<file path="src/shared/fcd_pkg.sv">
// constants and types for the floating unit cycle datapath
package fcd_pkg;
   // -----------------------------------------------------------------
   // timing
   // -----------------------------------------------------------------
   localparam int CLK_NS = 50;
   localparam int PHASE_NS = 75;
   localparam int STATE_NS = 300;
   localparam int CYCLE_NS = 900;
   localparam int NORM_SHIFT_NS = 150;
   localparam int WORD_NS = 1200;
   // 50 ns does not divide 75 ns; least time rounds up
   localparam int PHASE_CLKS = (PHASE_NS + CLK_NS - 1) / CLK_NS;
   localparam int PHASES_PER_STATE = STATE_NS / PHASE_NS;
   localparam int STATES_PER_CYCLE = CYCLE_NS / STATE_NS;
   localparam int PHASES_PER_CYCLE = PHASES_PER_STATE * STATES_PER_CYCLE;
   localparam int NORM_SHIFT_CLKS = (NORM_SHIFT_NS + CLK_NS - 1) / CLK_NS;
   localparam int WORD_CYCLES = (WORD_NS + CYCLE_NS - 1) / CYCLE_NS;
   // -----------------------------------------------------------------
   // widths and fields
   // -----------------------------------------------------------------
   localparam int WORD_W = 36;
   localparam int HALF_W = 18;
   localparam int INSTR_W = 12;
   localparam int INSTR_LO = 6;
   localparam int ADDR_W = 17;
   localparam int EXP_W = 18;
   localparam int MANT_W = 35;
   localparam int TRAP_W = 15;
   localparam int SP_EXP_MSB = 9;
   localparam logic [5:0] MAX_SHIFT = 6'h23;
   localparam logic [5:0] SHIFT_RST = 6'h00;
   // -----------------------------------------------------------------
   // operation and format codes
   // -----------------------------------------------------------------
   typedef enum logic [1:0] {
      FMT_SPI = 2'h0, FMT_DPI = 2'h1, FMT_SPF = 2'h2, FMT_DPF = 2'h3
   } fcd_fmt_t;
   typedef enum logic [2:0] {
      OP_ADD = 3'h0, OP_SUB = 3'h1, OP_MUL = 3'h2, OP_DIV = 3'h3,
      OP_LOAD = 3'h4, OP_NEG = 3'h5, OP_CLR = 3'h6, OP_STORE = 3'h7
   } fcd_op_t;
   typedef enum logic [2:0] {
      CY_IDLE = 3'h0, CY_FETCH = 3'h1, CY_OPAND = 3'h2, CY_SCALE = 3'h3,
      CY_COMPUTE = 3'h4, CY_JUSTIFY = 3'h5, CY_WRITE = 3'h6, CY_INTR = 3'h7
   } fcd_cycle_t;
   // number of operand words per format
   function automatic logic [1:0] words_of(input logic [1:0] fmt);
      logic [1:0] w;
      w = 2'h1;
      unique case (fmt)
         FMT_SPI: w = 2'h1;
         FMT_DPI: w = 2'h2;
         FMT_SPF: w = 2'h2;
         FMT_DPF: w = 2'h3;
      endcase
      return w;
   endfunction
endpackage

</file>
<file path="src/verilog/fcd_datapath.sv">
// cycle sequencer and datapath of the floating unit
`timescale 1ns/100ps
`default_nettype none
// -------------------------------------------------------------------
// What this block does
// - always exactly one operating cycle while busy
// - 1200 ns cycles (twelve 100 ns phases), three states, four phases
// - fetch loads instruction latch and operand address
// - indirect addressing stays in fetch
// - operand load reads one, two, three words
// - non-memory instructions skip operand load
// - add/sub right-shifts smaller-exponent mantissa
// - multiply/divide compute result exponent in scale
// - integer negatives become sign and magnitude
// - compute cycle performs operation, may extend
// - justify normalizes, 150 ns per shift
// - write stores words, 1.2 us each
// - memory input through 36-bit word buffer
// - latch instruction bits 6 to 17
// - 17-bit operand address register
// - 36-bit ALU result bus to registers
// - 18-bit exponents, single precision sign-extended
// - 35-bit accumulator mantissa with sign bit
// - 36-bit extension catches shifted bits, rounds
// - operand mantissa only shifts right
// - shift counter counts shifts, caps 35; words have their own counter
// - software-loaded 15-bit trap vector base
// -------------------------------------------------------------------
module fcd_datapath (
   input wire logic I_CLK,
   input wire logic I_RESETN,
   input wire logic i_START,
   input wire logic i_NONMEM,
   input wire logic [1:0] i_FMT,
   input wire logic [2:0] i_OP,
   input wire logic i_ROUND,
   input wire logic [17:0] i_MEM_HALF,
   input wire logic i_MEM_VALID,
   input wire logic i_TRAP_LOAD,
   input wire logic [14:0] i_TRAP_DATA,
   output logic o_MEM_REQ,
   output logic o_MEM_WRITE,
   output logic [16:0] o_MEM_ADDR,
   output logic [17:0] o_MEM_WDATA,
   output logic [2:0] o_CYCLE,
   output logic o_BUSY,
   output logic o_ERROR,
   output logic [14:0] o_TRAP_VECTOR,
   output logic [11:0] o_INSTR,
   output logic [17:0] o_ACC_EXP,
   output logic o_ACC_SIGN,
   output logic [34:0] o_ACC_MANT
);
   // -----------------------------------------------------------------
   // state and registers
   // -----------------------------------------------------------------
   fcd_pkg::fcd_cycle_t cycle_reg, cycle_next;
   logic [1:0] tick_reg;
   logic [3:0] phase_reg;
   logic [35:0] memory_word_buffer_reg;
   logic half_sel_reg;
   logic [11:0] instruction_latch_reg;
   logic [16:0] operand_address_reg;
   logic [17:0] acc_exponent_counter_reg;
   logic [17:0] operand_exponent_reg;
   logic [34:0] acc_mantissa_reg;
   logic acc_sign_reg;
   logic [34:0] operand_mantissa_reg;
   logic operand_sign_reg;
   logic [35:0] mantissa_extension_reg;
   logic [5:0] shift_count_reg;
   logic [1:0] word_count_reg;
   logic [14:0] trap_vector_base_reg;
   logic indirect_reg;
   logic error_reg;
   logic [1:0] fmt_reg;
   logic [2:0] op_reg;
   logic nonmem_reg;
   logic round_reg;
   logic [17:0] mem_half_s1, mem_half_s2;
   logic mem_valid_s1, mem_valid_s2;

   // -----------------------------------------------------------------
   // timing: phase enable and end of basic cycle
   // -----------------------------------------------------------------
   // a phase lasts two clocks (100 ns), the nearest length not shorter
   wire phase_en = (tick_reg == 2'(fcd_pkg::PHASE_CLKS - 1));
   wire cycle_end = phase_en &&
      (phase_reg == 4'(fcd_pkg::PHASES_PER_CYCLE - 1));
   // shift on every third clock of the cycle; 24 clocks hold whole steps
   wire shift_en = ({phase_reg, tick_reg[0]} %
      5'(fcd_pkg::NORM_SHIFT_CLKS)) == 5'(fcd_pkg::NORM_SHIFT_CLKS - 1);

   // -----------------------------------------------------------------
   // ALU and decoding
   // -----------------------------------------------------------------
   wire [35:0] alu_a = {1'b0, acc_mantissa_reg};
   wire [35:0] alu_b = {1'b0, operand_mantissa_reg};
   wire eff_sub = (op_reg == fcd_pkg::OP_SUB) ^ (acc_sign_reg ^
      operand_sign_reg);
   wire [35:0] alu_sum = alu_a + alu_b;
   wire [35:0] alu_diff = alu_a - alu_b;
   wire [35:0] alu_bus = (op_reg == fcd_pkg::OP_LOAD) ? alu_b :
      (op_reg == fcd_pkg::OP_NEG) ? alu_a :
      (op_reg == fcd_pkg::OP_CLR) ? 36'h000000000 :
      eff_sub ? alu_diff : alu_sum;
   wire [17:0] exp_diff = acc_exponent_counter_reg - operand_exponent_reg;
   wire exp_acc_small = exp_diff[17];
   wire [17:0] exp_mag = exp_acc_small ? 18'(-exp_diff) : exp_diff;
   wire exp_too_far = (exp_mag > 18'(fcd_pkg::MAX_SHIFT));
   wire is_float = fmt_reg[1];
   wire is_addsub = (op_reg == fcd_pkg::OP_ADD) ||
      (op_reg == fcd_pkg::OP_SUB);
   wire is_muldiv = (op_reg == fcd_pkg::OP_MUL) ||
      (op_reg == fcd_pkg::OP_DIV);
   wire [1:0] need_words = fcd_pkg::words_of(fmt_reg);
   wire aligned = !is_float || !is_addsub || (exp_diff == 18'h00000)
      || (shift_count_reg == fcd_pkg::MAX_SHIFT);
   wire normalized = !is_float || acc_mantissa_reg[34] ||
      (acc_mantissa_reg == 35'h000000000) ||
      (shift_count_reg == fcd_pkg::MAX_SHIFT);
   wire muldiv_done = !is_muldiv || (shift_count_reg ==
      fcd_pkg::MAX_SHIFT);
   wire word_in = mem_valid_s2 && half_sel_reg;
   wire [35:0] mem_word = {memory_word_buffer_reg[35:18], mem_half_s2};
   wire div_zero = (op_reg == fcd_pkg::OP_DIV) &&
      (operand_mantissa_reg == 35'h000000000);
   wire exp_ovf = acc_exponent_counter_reg[17] !=
      acc_exponent_counter_reg[16];
   wire sp_exp_neg = mem_word[fcd_pkg::SP_EXP_MSB];

   // -----------------------------------------------------------------
   // next cycle selection
   // -----------------------------------------------------------------
   always_comb begin
      cycle_next = cycle_reg;
      unique case (cycle_reg)
         fcd_pkg::CY_IDLE: if (i_START) cycle_next = fcd_pkg::CY_FETCH;
         fcd_pkg::CY_FETCH: begin
            if (word_in && (indirect_reg || !mem_word[17])) begin
               cycle_next = nonmem_reg ? fcd_pkg::CY_SCALE :
                  fcd_pkg::CY_OPAND;
            end
         end
         fcd_pkg::CY_OPAND: begin
            if (word_in && (word_count_reg == need_words - 2'h1)) begin
               cycle_next = fcd_pkg::CY_SCALE;
            end
         end
         fcd_pkg::CY_SCALE: begin
            if (cycle_end && aligned) cycle_next = fcd_pkg::CY_COMPUTE;
         end
         fcd_pkg::CY_COMPUTE: begin
            if (div_zero) cycle_next = fcd_pkg::CY_INTR;
            else if (cycle_end && muldiv_done)
               cycle_next = fcd_pkg::CY_JUSTIFY;
         end
         fcd_pkg::CY_JUSTIFY: begin
            if (cycle_end && normalized) begin
               cycle_next = exp_ovf ? fcd_pkg::CY_INTR :
                  (op_reg == fcd_pkg::OP_STORE) ? fcd_pkg::CY_WRITE :
                  fcd_pkg::CY_IDLE;
            end
         end
         fcd_pkg::CY_WRITE: begin
            if (cycle_end && (word_count_reg == need_words - 2'h1))
               cycle_next = fcd_pkg::CY_IDLE;
         end
         fcd_pkg::CY_INTR: if (cycle_end) cycle_next = fcd_pkg::CY_IDLE;
      endcase
   end

   // -----------------------------------------------------------------
   // sequencer and timing counters
   // -----------------------------------------------------------------
   always_ff @(posedge I_CLK) begin
      if (!I_RESETN) begin
         cycle_reg <= fcd_pkg::CY_IDLE;
         tick_reg <= 2'h0;
         phase_reg <= 4'h0;
      end else begin
         cycle_reg <= cycle_next;
         // every cycle starts on a phase boundary, so none loses part of its first phase
         tick_reg <= (phase_en || cycle_next != cycle_reg) ? 2'h0 :
            tick_reg + 2'h1;
         if (cycle_next != cycle_reg) phase_reg <= 4'h0;
         else if (cycle_end) phase_reg <= 4'h0;
         else if (phase_en) phase_reg <= phase_reg + 4'h1;
      end
   end

   // -----------------------------------------------------------------
   // pin synchronisers for the memory bus
   // -----------------------------------------------------------------
   always_ff @(posedge I_CLK) begin
      if (!I_RESETN) begin
         mem_half_s1 <= 18'h00000;
         mem_half_s2 <= 18'h00000;
         mem_valid_s1 <= 1'b0;
         mem_valid_s2 <= 1'b0;
      end else begin
         mem_half_s1 <= i_MEM_HALF;
         mem_half_s2 <= mem_half_s1;
         mem_valid_s1 <= i_MEM_VALID;
         mem_valid_s2 <= mem_valid_s1;
      end
   end

   // -----------------------------------------------------------------
   // memory word buffer, instruction latch, address, trap vector
   // -----------------------------------------------------------------
   always_ff @(posedge I_CLK) begin
      if (!I_RESETN) begin
         memory_word_buffer_reg <= 36'h000000000;
         half_sel_reg <= 1'b0;
         instruction_latch_reg <= 12'h000;
         operand_address_reg <= 17'h00000;
         trap_vector_base_reg <= 15'h0000;
         indirect_reg <= 1'b0;
         fmt_reg <= 2'h0;
         op_reg <= 3'h0;
         nonmem_reg <= 1'b0;
         round_reg <= 1'b0;
      end else begin
         if (i_TRAP_LOAD) trap_vector_base_reg <= i_TRAP_DATA;
         if (cycle_reg == fcd_pkg::CY_IDLE && i_START) begin
            fmt_reg <= i_FMT;
            op_reg <= i_OP;
            nonmem_reg <= i_NONMEM;
            round_reg <= i_ROUND;
            half_sel_reg <= 1'b0;
         end
         // high half first, then low half completes the word
         if (mem_valid_s2) begin
            half_sel_reg <= !half_sel_reg;
            if (!half_sel_reg)
               memory_word_buffer_reg[35:18] <= mem_half_s2;
            else memory_word_buffer_reg[17:0] <= mem_half_s2;
         end
         if (word_in && cycle_reg == fcd_pkg::CY_FETCH) begin
            if (!indirect_reg) begin
               instruction_latch_reg <= mem_word[17:6];
               indirect_reg <= mem_word[17];
            end else indirect_reg <= 1'b0;
            operand_address_reg <= mem_word[16:0];
         end else if (word_in && cycle_reg == fcd_pkg::CY_OPAND) begin
            operand_address_reg <= operand_address_reg + 17'h00001;
         end else if (cycle_reg == fcd_pkg::CY_WRITE && cycle_end) begin
            operand_address_reg <= operand_address_reg + 17'h00001;
         end
      end
   end

   // -----------------------------------------------------------------
   // exponents, mantissas, extension, shift counter
   // -----------------------------------------------------------------
   always_ff @(posedge I_CLK) begin
      if (!I_RESETN) begin
         acc_exponent_counter_reg <= 18'h00000;
         operand_exponent_reg <= 18'h00000;
         acc_mantissa_reg <= 35'h000000000;
         acc_sign_reg <= 1'b0;
         operand_mantissa_reg <= 35'h000000000;
         operand_sign_reg <= 1'b0;
         mantissa_extension_reg <= 36'h000000000;
         shift_count_reg <= fcd_pkg::SHIFT_RST;
         word_count_reg <= 2'h0;
      end else begin
         if (cycle_next != cycle_reg) shift_count_reg <= fcd_pkg::SHIFT_RST;
         if (cycle_reg == fcd_pkg::CY_FETCH ||
            cycle_reg == fcd_pkg::CY_JUSTIFY) word_count_reg <= 2'h0;
         unique case (cycle_reg)
            fcd_pkg::CY_OPAND: if (word_in) begin
               word_count_reg <= word_count_reg + 2'h1;
               if (word_count_reg == 2'h0 && is_float) begin
                  // single precision: sign bit 9 extends down to bit 0
                  operand_exponent_reg <= (fmt_reg == fcd_pkg::FMT_SPF) ?
                     {mem_word[17:10], {10{sp_exp_neg}}} :
                     mem_word[17:0];
                  operand_sign_reg <= mem_word[35];
                  operand_mantissa_reg[34:18] <= mem_word[34:18];
               end else begin
                  operand_sign_reg <= is_float ? operand_sign_reg :
                     mem_word[35];
                  operand_mantissa_reg <= mem_word[34:0];
               end
            end
            fcd_pkg::CY_SCALE: begin
               if (!is_float && operand_sign_reg && phase_reg == 4'h0
                  && phase_en) operand_mantissa_reg <=
                     35'(-operand_mantissa_reg);
               if (is_muldiv && cycle_end) begin
                  acc_exponent_counter_reg <= (op_reg == fcd_pkg::OP_MUL)
                     ? acc_exponent_counter_reg + operand_exponent_reg
                     : exp_diff;
               end
               if (is_float && is_addsub && !aligned && exp_too_far) begin
                  shift_count_reg <= fcd_pkg::MAX_SHIFT;
               end else if (is_float && is_addsub && !aligned && shift_en)
               begin
                  shift_count_reg <= shift_count_reg + 6'h01;
                  // shifted-out bits fall into the extension
                  if (exp_acc_small) begin
                     acc_mantissa_reg <= {1'b0, acc_mantissa_reg[34:1]};
                     acc_exponent_counter_reg <=
                        acc_exponent_counter_reg + 18'h00001;
                  end else begin
                     operand_mantissa_reg <=
                        {1'b0, operand_mantissa_reg[34:1]};
                     operand_exponent_reg <=
                        operand_exponent_reg + 18'h00001;
                  end
                  mantissa_extension_reg <= {exp_acc_small ?
                     acc_mantissa_reg[0] : operand_mantissa_reg[0],
                     mantissa_extension_reg[35:1]};
               end
            end
            fcd_pkg::CY_COMPUTE: begin
               if (is_muldiv && !muldiv_done && shift_en) begin
                  shift_count_reg <= shift_count_reg + 6'h01;
                  // load while shifting: add-shift step of multiply
                  {acc_mantissa_reg, mantissa_extension_reg[35]} <=
                     mantissa_extension_reg[0] ?
                     {alu_sum[35:0]} : {1'b0, acc_mantissa_reg};
                  mantissa_extension_reg[34:0] <=
                     mantissa_extension_reg[35:1];
                  acc_sign_reg <= acc_sign_reg ^ operand_sign_reg;
               end else if (!is_muldiv && cycle_end) begin
                  acc_mantissa_reg <= alu_bus[34:0];
                  acc_sign_reg <= (eff_sub && alu_diff[35]) ?
                     !acc_sign_reg : acc_sign_reg;
               end
            end
            fcd_pkg::CY_JUSTIFY: begin
               if (!normalized && shift_en) begin
                  shift_count_reg <= shift_count_reg + 6'h01;
                  acc_mantissa_reg <= {acc_mantissa_reg[33:0],
                     mantissa_extension_reg[35]};
                  mantissa_extension_reg <=
                     {mantissa_extension_reg[34:0], 1'b0};
                  acc_exponent_counter_reg <=
                     acc_exponent_counter_reg - 18'h00001;
               end else if (normalized && cycle_end && round_reg &&
                  mantissa_extension_reg[35]) begin
                  acc_mantissa_reg <= acc_mantissa_reg + 35'h000000001;
                  mantissa_extension_reg <= 36'h000000000;
               end
            end
            fcd_pkg::CY_WRITE: if (cycle_end)
               word_count_reg <= word_count_reg + 2'h1;
            default: ;
         endcase
      end
   end

   // -----------------------------------------------------------------
   // error flag: set on divide by zero or exponent overflow
   // -----------------------------------------------------------------
   always_ff @(posedge I_CLK) begin
      if (!I_RESETN) error_reg <= 1'b0;
      else if (cycle_next == fcd_pkg::CY_INTR) error_reg <= 1'b1;
      else if (i_START) error_reg <= 1'b0;
   end

   // -----------------------------------------------------------------
   // outputs
   // -----------------------------------------------------------------
   // fetch and operand load request words; write drives the store data
   assign o_MEM_REQ = (cycle_reg == fcd_pkg::CY_FETCH) ||
      (cycle_reg == fcd_pkg::CY_OPAND) || (cycle_reg == fcd_pkg::CY_WRITE);
   assign o_MEM_WRITE = (cycle_reg == fcd_pkg::CY_WRITE);
   assign o_MEM_ADDR = operand_address_reg;
   assign o_MEM_WDATA = (word_count_reg == 2'h0) ?
      acc_exponent_counter_reg : {acc_sign_reg, acc_mantissa_reg[34:18]};
   assign o_CYCLE = cycle_reg;
   assign o_BUSY = (cycle_reg != fcd_pkg::CY_IDLE);
   assign o_ERROR = error_reg;
   assign o_TRAP_VECTOR = trap_vector_base_reg;
   assign o_INSTR = instruction_latch_reg;
   assign o_ACC_EXP = acc_exponent_counter_reg;
   assign o_ACC_SIGN = acc_sign_reg;
   assign o_ACC_MANT = acc_mantissa_reg;
endmodule
`default_nettype wire

</file>
<file path="config.mk">
export PLATFORM = sky130hd
export DESIGN_NAME = fcd_datapath
export DESIGN_NICKNAME = d
export VERILOG_FILES = /design/src/shared/fcd_pkg.sv /design/src/verilog/fcd_datapath.sv
export SDC_FILE = /design/constraint.sdc
export NUM_CORES = 1
export LEC_CHECK = 0
export BUFFER_PORTS_ARGS = -buffer_cell sky130_fd_sc_hd__buf_2
export CAP_MARGIN = 5
export CORE_UTILIZATION = 50
export DETAILED_ROUTE_END_ITERATION = 10
export PLACE_DENSITY_LB_ADDON = 0.12
export SKIP_LAST_GASP = 1
export SYNTH_ARGS = -nofsm -noshare
export SYNTH_HDL_FRONTEND = slang
export SYNTH_SLANG_ARGS = --single-unit
</file>
<file path="constraint.sdc">
create_clock -name I_CLK -period 7.9 [get_ports I_CLK]
set_clock_uncertainty 0.15 [all_clocks]
set_input_delay 1.975 -clock I_CLK [delete_from_list [all_inputs] [get_ports I_CLK]]
set_output_delay 1.975 -clock I_CLK [all_outputs]
set_load 0.02 [all_outputs]
</file>
-- Word-level counts from Yosys, hierarchy flattened
Cells that the tools add are included.
- register bits: 271
- bits in latches: 0
- memory bits (writable): 0
- ROM bits: 0
- input port bits: 45
- output and inout port bits: 123
- word-level logic and storage cells: 251
- memories kept: 0
- add/subtract/negate cells: 16
- multiply operators: 0
- div/mod/pow operators: 1
- magnitude comparators: 1
- equal/unequal tests: 38
- shift operators: 0
- muxes and demuxes: 80
- bitwise logic cells: 5
- reduce and logical (&&, ||, !) cells: 82
- operator list (operator ; number):
    $mux W35 ; 16
    $mux W18 ; 14
    $mux W36 ; 6
    $pmux W36 S3 ; 1
    $pmux W35 S3 ; 1
    $pmux W18 S2 ; 2
    $logic_not A35 Y1 ; 2
    $pmux W35 S2 ; 1
    $mux W17 ; 3
    $add A18 B1 Y18 const B ; 2
    $add A35 B35 Y36 ; 1
    $sub A35 B35 Y36 ; 1
    $add A35 B1 Y35 const B ; 1
    $neg A35 Y35 ; 1
    $mux W3 ; 11
    $mux W6 ; 5
    $logic_and A1 B1 Y1 ; 29
    $eq A3 B3 Y1 const B ; 9
    $pmux W3 S8 ; 1
    $add A18 B18 Y18 ; 1
    $gt A18 B6 Y1 const B ; 1
    $logic_not A18 Y1 ; 1
    $neg A18 Y18 ; 1
    $pmux W6 S3 ; 1
    other kinds (44) ; 111

-- Longest topological paths before layout
- word-level depth: 14
- gate-level depth with buffers: 26

-- Worst setup path before layout
No wires, ideal clock.
- path type: flip-flop to flip-flop
- start: register phase_reg[0]
- end: register shift_count_reg[5]
- library setup time: 120 ps
- arrival: 5117 ps
- required time: 7630 ps
- setup slack: 2513 ps
- cell stages (with the launch flop): 22
- path buffers: 1
- period minus slack after synthesis: 5387 ps
- cells stage by stage: dfxtp_1 > clkbuf_1 > inv_1 > ha_1 > o221a_2 > a211o_1 > a22oi_1 > nand2_1 > xnor2_1 > ha_1 > and2_1 > a21oi_1 > or2_2 > nand4b_1 > a2bb2oi_1 > o41ai_1 > a211oi_1 > nor2_1 > or3_1 > or4_1 > o211a_1 > o31a_1
- cells in the longest elaborated chain, start to end: 11
- ends and longest elaborated chain (item ; line ; text):
    from (decl) ; fcd_datapath.sv:59 ; logic [3:0] phase_reg;
    from (signal assigned) ; fcd_datapath.sv:188 ; else if (phase_en) phase_reg <= phase_reg + 4'h1;
    branches (longest 10 deep; another with $mod A5 B2 Y5) ; - ;
    $pmux W6 S3 (*) ; fcd_datapath.sv:272 ; unique case (cycle_reg)
    to (signal assigned) ; fcd_datapath.sv:269 ; if (cycle_next != cycle_reg) shift_count_reg <= fcd_pkg::SHIFT_RST;
    to (signal assigned) ; fcd_datapath.sv:298 ; shift_count_reg <= fcd_pkg::MAX_SHIFT;
    to (signal assigned) ; fcd_datapath.sv:301 ; shift_count_reg <= shift_count_reg + 6'h01;
    to (decl) ; fcd_datapath.sv:71 ; logic [5:0] shift_count_reg;
Every way passes the cells marked *.
A chain may end at the register's enable or synchronous reset.

-- Worst setup path in the final report
- start: register phase_reg[0]
- end: register acc_mantissa_reg[7] (netlist: o_ACC_MANT[7])
- cells in the longest elaborated chain, start to end: 7
- ends and longest elaborated chain (item ; line ; text):
    branches (longest 7 deep; another with $mod A5 B2 Y5) ; - ;
    to (signal assigned) ; fcd_datapath.sv:329 ; acc_mantissa_reg <= alu_bus[34:0];
    to (signal assigned) ; fcd_datapath.sv:337 ; acc_mantissa_reg <= {acc_mantissa_reg[33:0],
    to (signal assigned) ; fcd_datapath.sv:345 ; acc_mantissa_reg <= acc_mantissa_reg + 35'h000000001;
    to (decl) ; fcd_datapath.sv:66 ; logic [34:0] acc_mantissa_reg;
Parallel ways; which one is timed is not known.

==> out/results.ini <==
[run_status]
outcome=finished, violations left
failed_checks=design-rule violations

[sta]
timing.final.crit_period_ns=7.02
report.final.hold_viol_count=0
fmaxAchievable_mhz=142
final.period_utilization_pct=88.9
finalWorstSetupSlack_ns=0.875
finalSetupViolations=0
max-slew-margin-rel_pct=18.7
fin_tns_setup_ns=0
rsz0062_at_grt=false
slew_violations=0
worst_slew_pin_slew_ns=1.21
finalHoldWorstSlack_ns=0.283

[floorplan]
floorplan.core_area_mm2=0.0445
fp.dieArea_mm2=0.0463
floorplan.die.height_um=215
die_width_um=215
rows=77
floorplan.initialDensity_pct=51.1
io_pins=168

[finish]
final_core_utilization_pct=55.9
largest_register_ff_count=36
layout.cells.most_common_list=344 x nand2_1, 320 x nor2_1, 318 x a21oi_1, 271 x dfxtp_1, 201 x o21ai_0
layout_commonest_cell=nand2_1
syn_to_final_growth_pct=9.52
diodes=0
multiInputGateArea_mm2=0.0159
drive_gt1_share_pct=10.8
filler_cell_count=4328
final_net_count=3355
regArea_mm2=0.00543

[logic_synthesis]
ys.flop_type=dfxtp_1
post_synthesis_sequential_area_ratio_pct=23.9
synth.ff_latch_count=271
synthesis.instances=3184
yosysWarnings=0
mappedNetlistArea_mm2=0.0227
synth-edff-count=0
synthesis.nets=3357
yosysUniqueCellTypes=91
asyncSetResetFlopFracSynth_pct=0
syn-mean-instance-area_um2=7.14

[worst_hold_path]
hold_path_end=mem_half_s2[5]$_SDFF_PN0_
hold_class=reg -> reg
timing.hold.worst.start=mem_half_s1[5]$_SDFF_PN0_
hold-path-cell-count=1

[clock_network]
tritoncts=done
cts.repair.resized=0
clock-root-buffer=clkbuf_16
htree_num_levels=2
cts_setup_buffers=0
clk_transition_reported_paths_ns=0.06
ctsHoldBuffers=0
cts.sink_count=271
clock_tree.buffer_depth=3
clkLatencyLatePin_ns=0.58
cts-buffers-inserted=34

[route]
detailroute.via_count=25100
detail_routed_via_count_per_cell=6.62
routed_antenna_nets=0
dr.first_iter.drc_count=3393
drc_errors=1
postRouteWirelength_um=88500
routed_wire_length_per_instance_um=23.3
first_pass_iters=11

[global_route]
grt_pass1_vias=23500
globalRouteTotalUtil_pct=37.0
grt_antenna_before_repair=4
pin_count_of_the_biggest_net_entering_global_routing=126
first_pass_grt_wire_length_um=136000
grt-ovfl-total=0

[critical_path]
worstRegToRegCells=21
rr_startpoint=phase_reg[0]$_SDFFE_PP0N_
critPathArrivalTime_ns=7.37
rr_endpoint=o_ACC_MANT[7]$_SDFFE_PN0P_
worstSetupPathType=reg -> reg
cp_max_fo=21
setup.reg_to_reg.worst_slack_ns=0.88
timing.critical_path.required_ns=8.25
critPathCaptureType=flop
worst_setup_path_start_kind=flop

[power_and_ir_drop]
vdd_ir_drop_max_mv=0.193
p_leak_nw=9.72
pwr_density_cell_mw_per_mm2=131

[placement]
finalWeightedCongestion=0.996
post-dp-hpwl_um=63700
place_worst_setup_slack_ns=1.06
port_buffers=167

[run]
timing.max_cap.violations=0

-- critical path, stage by stage (launching register included) --
cell and delay, ns:
dfxtp_1 0.59, inv_1 0.21, ha_1 0.31, o221a_2 0.29, a211o_1 0.35, a22oi_1 0.35
nand2_1 0.12, xnor2_1 0.20, ha_1 0.25, and2_1 0.15, a21oi_1 0.26, nor3_1 0.09
a32oi_1 0.21, a2bb2oi_1 0.11, o41ai_1 0.69, a21o_1 0.31, or2_2 0.44, nand2_1 0.18
o22ai_1 0.44, a221o_1 0.81, o21ai_0 0.22, a21oi_1 0.17
-- power by group --
part | leakage [nW] | switching, mW | internal [mW]
Combinational | 6.96 | 0.151 | 0.0742
Sequential | 2.20 | 0.0259 | 1.39
Clock | 0.568 | 0.689 | 0.942
Total | 9.72 | 0.865 | 2.40
-- worst max-delay path by stage --
stage | start | to | slack [ns] | cells past startpoint
floorplan | phase_reg[0]$_SDFFE_PP0N_ | shift_count_reg[5]$_SDFF_PN0_ | 2.51 | 21
global placement | phase_reg[0]$_SDFFE_PP0N_ | o_ACC_MANT[7]$_SDFFE_PN0P_ | 1.31 | 21
detailed placement | phase_reg[0]$_SDFFE_PP0N_ | o_ACC_MANT[7]$_SDFFE_PN0P_ | 1.06 | 21
CTS | phase_reg[0]$_SDFFE_PP0N_ | o_ACC_MANT[7]$_SDFFE_PN0P_ | 1.0 | 21
global route | phase_reg[0]$_SDFFE_PP0N_ | o_ACC_MANT[1]$_SDFFE_PN0P_ | 0.53 | 21
finish | phase_reg[0]$_SDFFE_PP0N_ | o_ACC_MANT[7]$_SDFFE_PN0P_ | 0.88 | 21
-- final cells by class --
| class | instances | share of cell area (%) |
|---|---|---|
| Inverter | 126 | 1.92 |
| Clock inverter | 14 | 0.784 |
| Multi-Input combinational cell | 2536 | 63.9 |
| Timing Repair Buffer | 213 | 4.75 |
| Sequential cell | 271 | 21.8 |
| Clock buffer | 46 | 3.88 |
| Tap cell | 592 | 2.98 |
-- synth_stat cells, types with 46 or more instances --
library cell    n  area share (%)
and2_1         51             1.4
clkbuf_1      207             3.4
dfxtp_1       271              24
o211ai_1       48             1.6
inv_1         124             2.0
xnor2_1       103             4.0
nand3_1       110             2.4
nor3_1         88             1.9
ha_1          124             6.8
a211oi_1       55             1.8
nor2_1        321             5.3
a311oi_1       46             1.8
a21oi_1       318             7.0
nand2_1       346             5.7
o21ai_0       202             4.4
-- cells by family after synthesis --
kind of cell    after synthesis  share of synthesized area, %
xor+xnor                    130                          5.01
flops                       271                          23.9
mux                          51                          2.35
simple gates               1155                          23.8
buf+inv                     377                          6.46
compound gates             1072                          31.3
fa+ha+maj                   128                          7.18
-- routing by layer --
metal / part of all wire [%] / GRT usage [%] / up-vias
met5: 0.010 / 0 / -
met2: 44 / 57.0 / 1463
li1: - / - / 11600
met4: 4.0 / 15.5 / 2
met1: 42 / 49.6 / 11800
met3: 11 / 8.01 / 213
-- metrics by stage --
step / power (mW) / std cells / area (µm²)
floorplan: 1.58 / 3184 / 22700
global placement: 1.66 / 3738 / 23700
detailed placement: 1.66 / 3738 / 23700
CTS: 3.28 / 3798 / 24900
global route: 3.36 / 3798 / 24900
finish: 3.27 / 3798 / 24900
No activity file was read; power rests on OpenSTA's default activity.
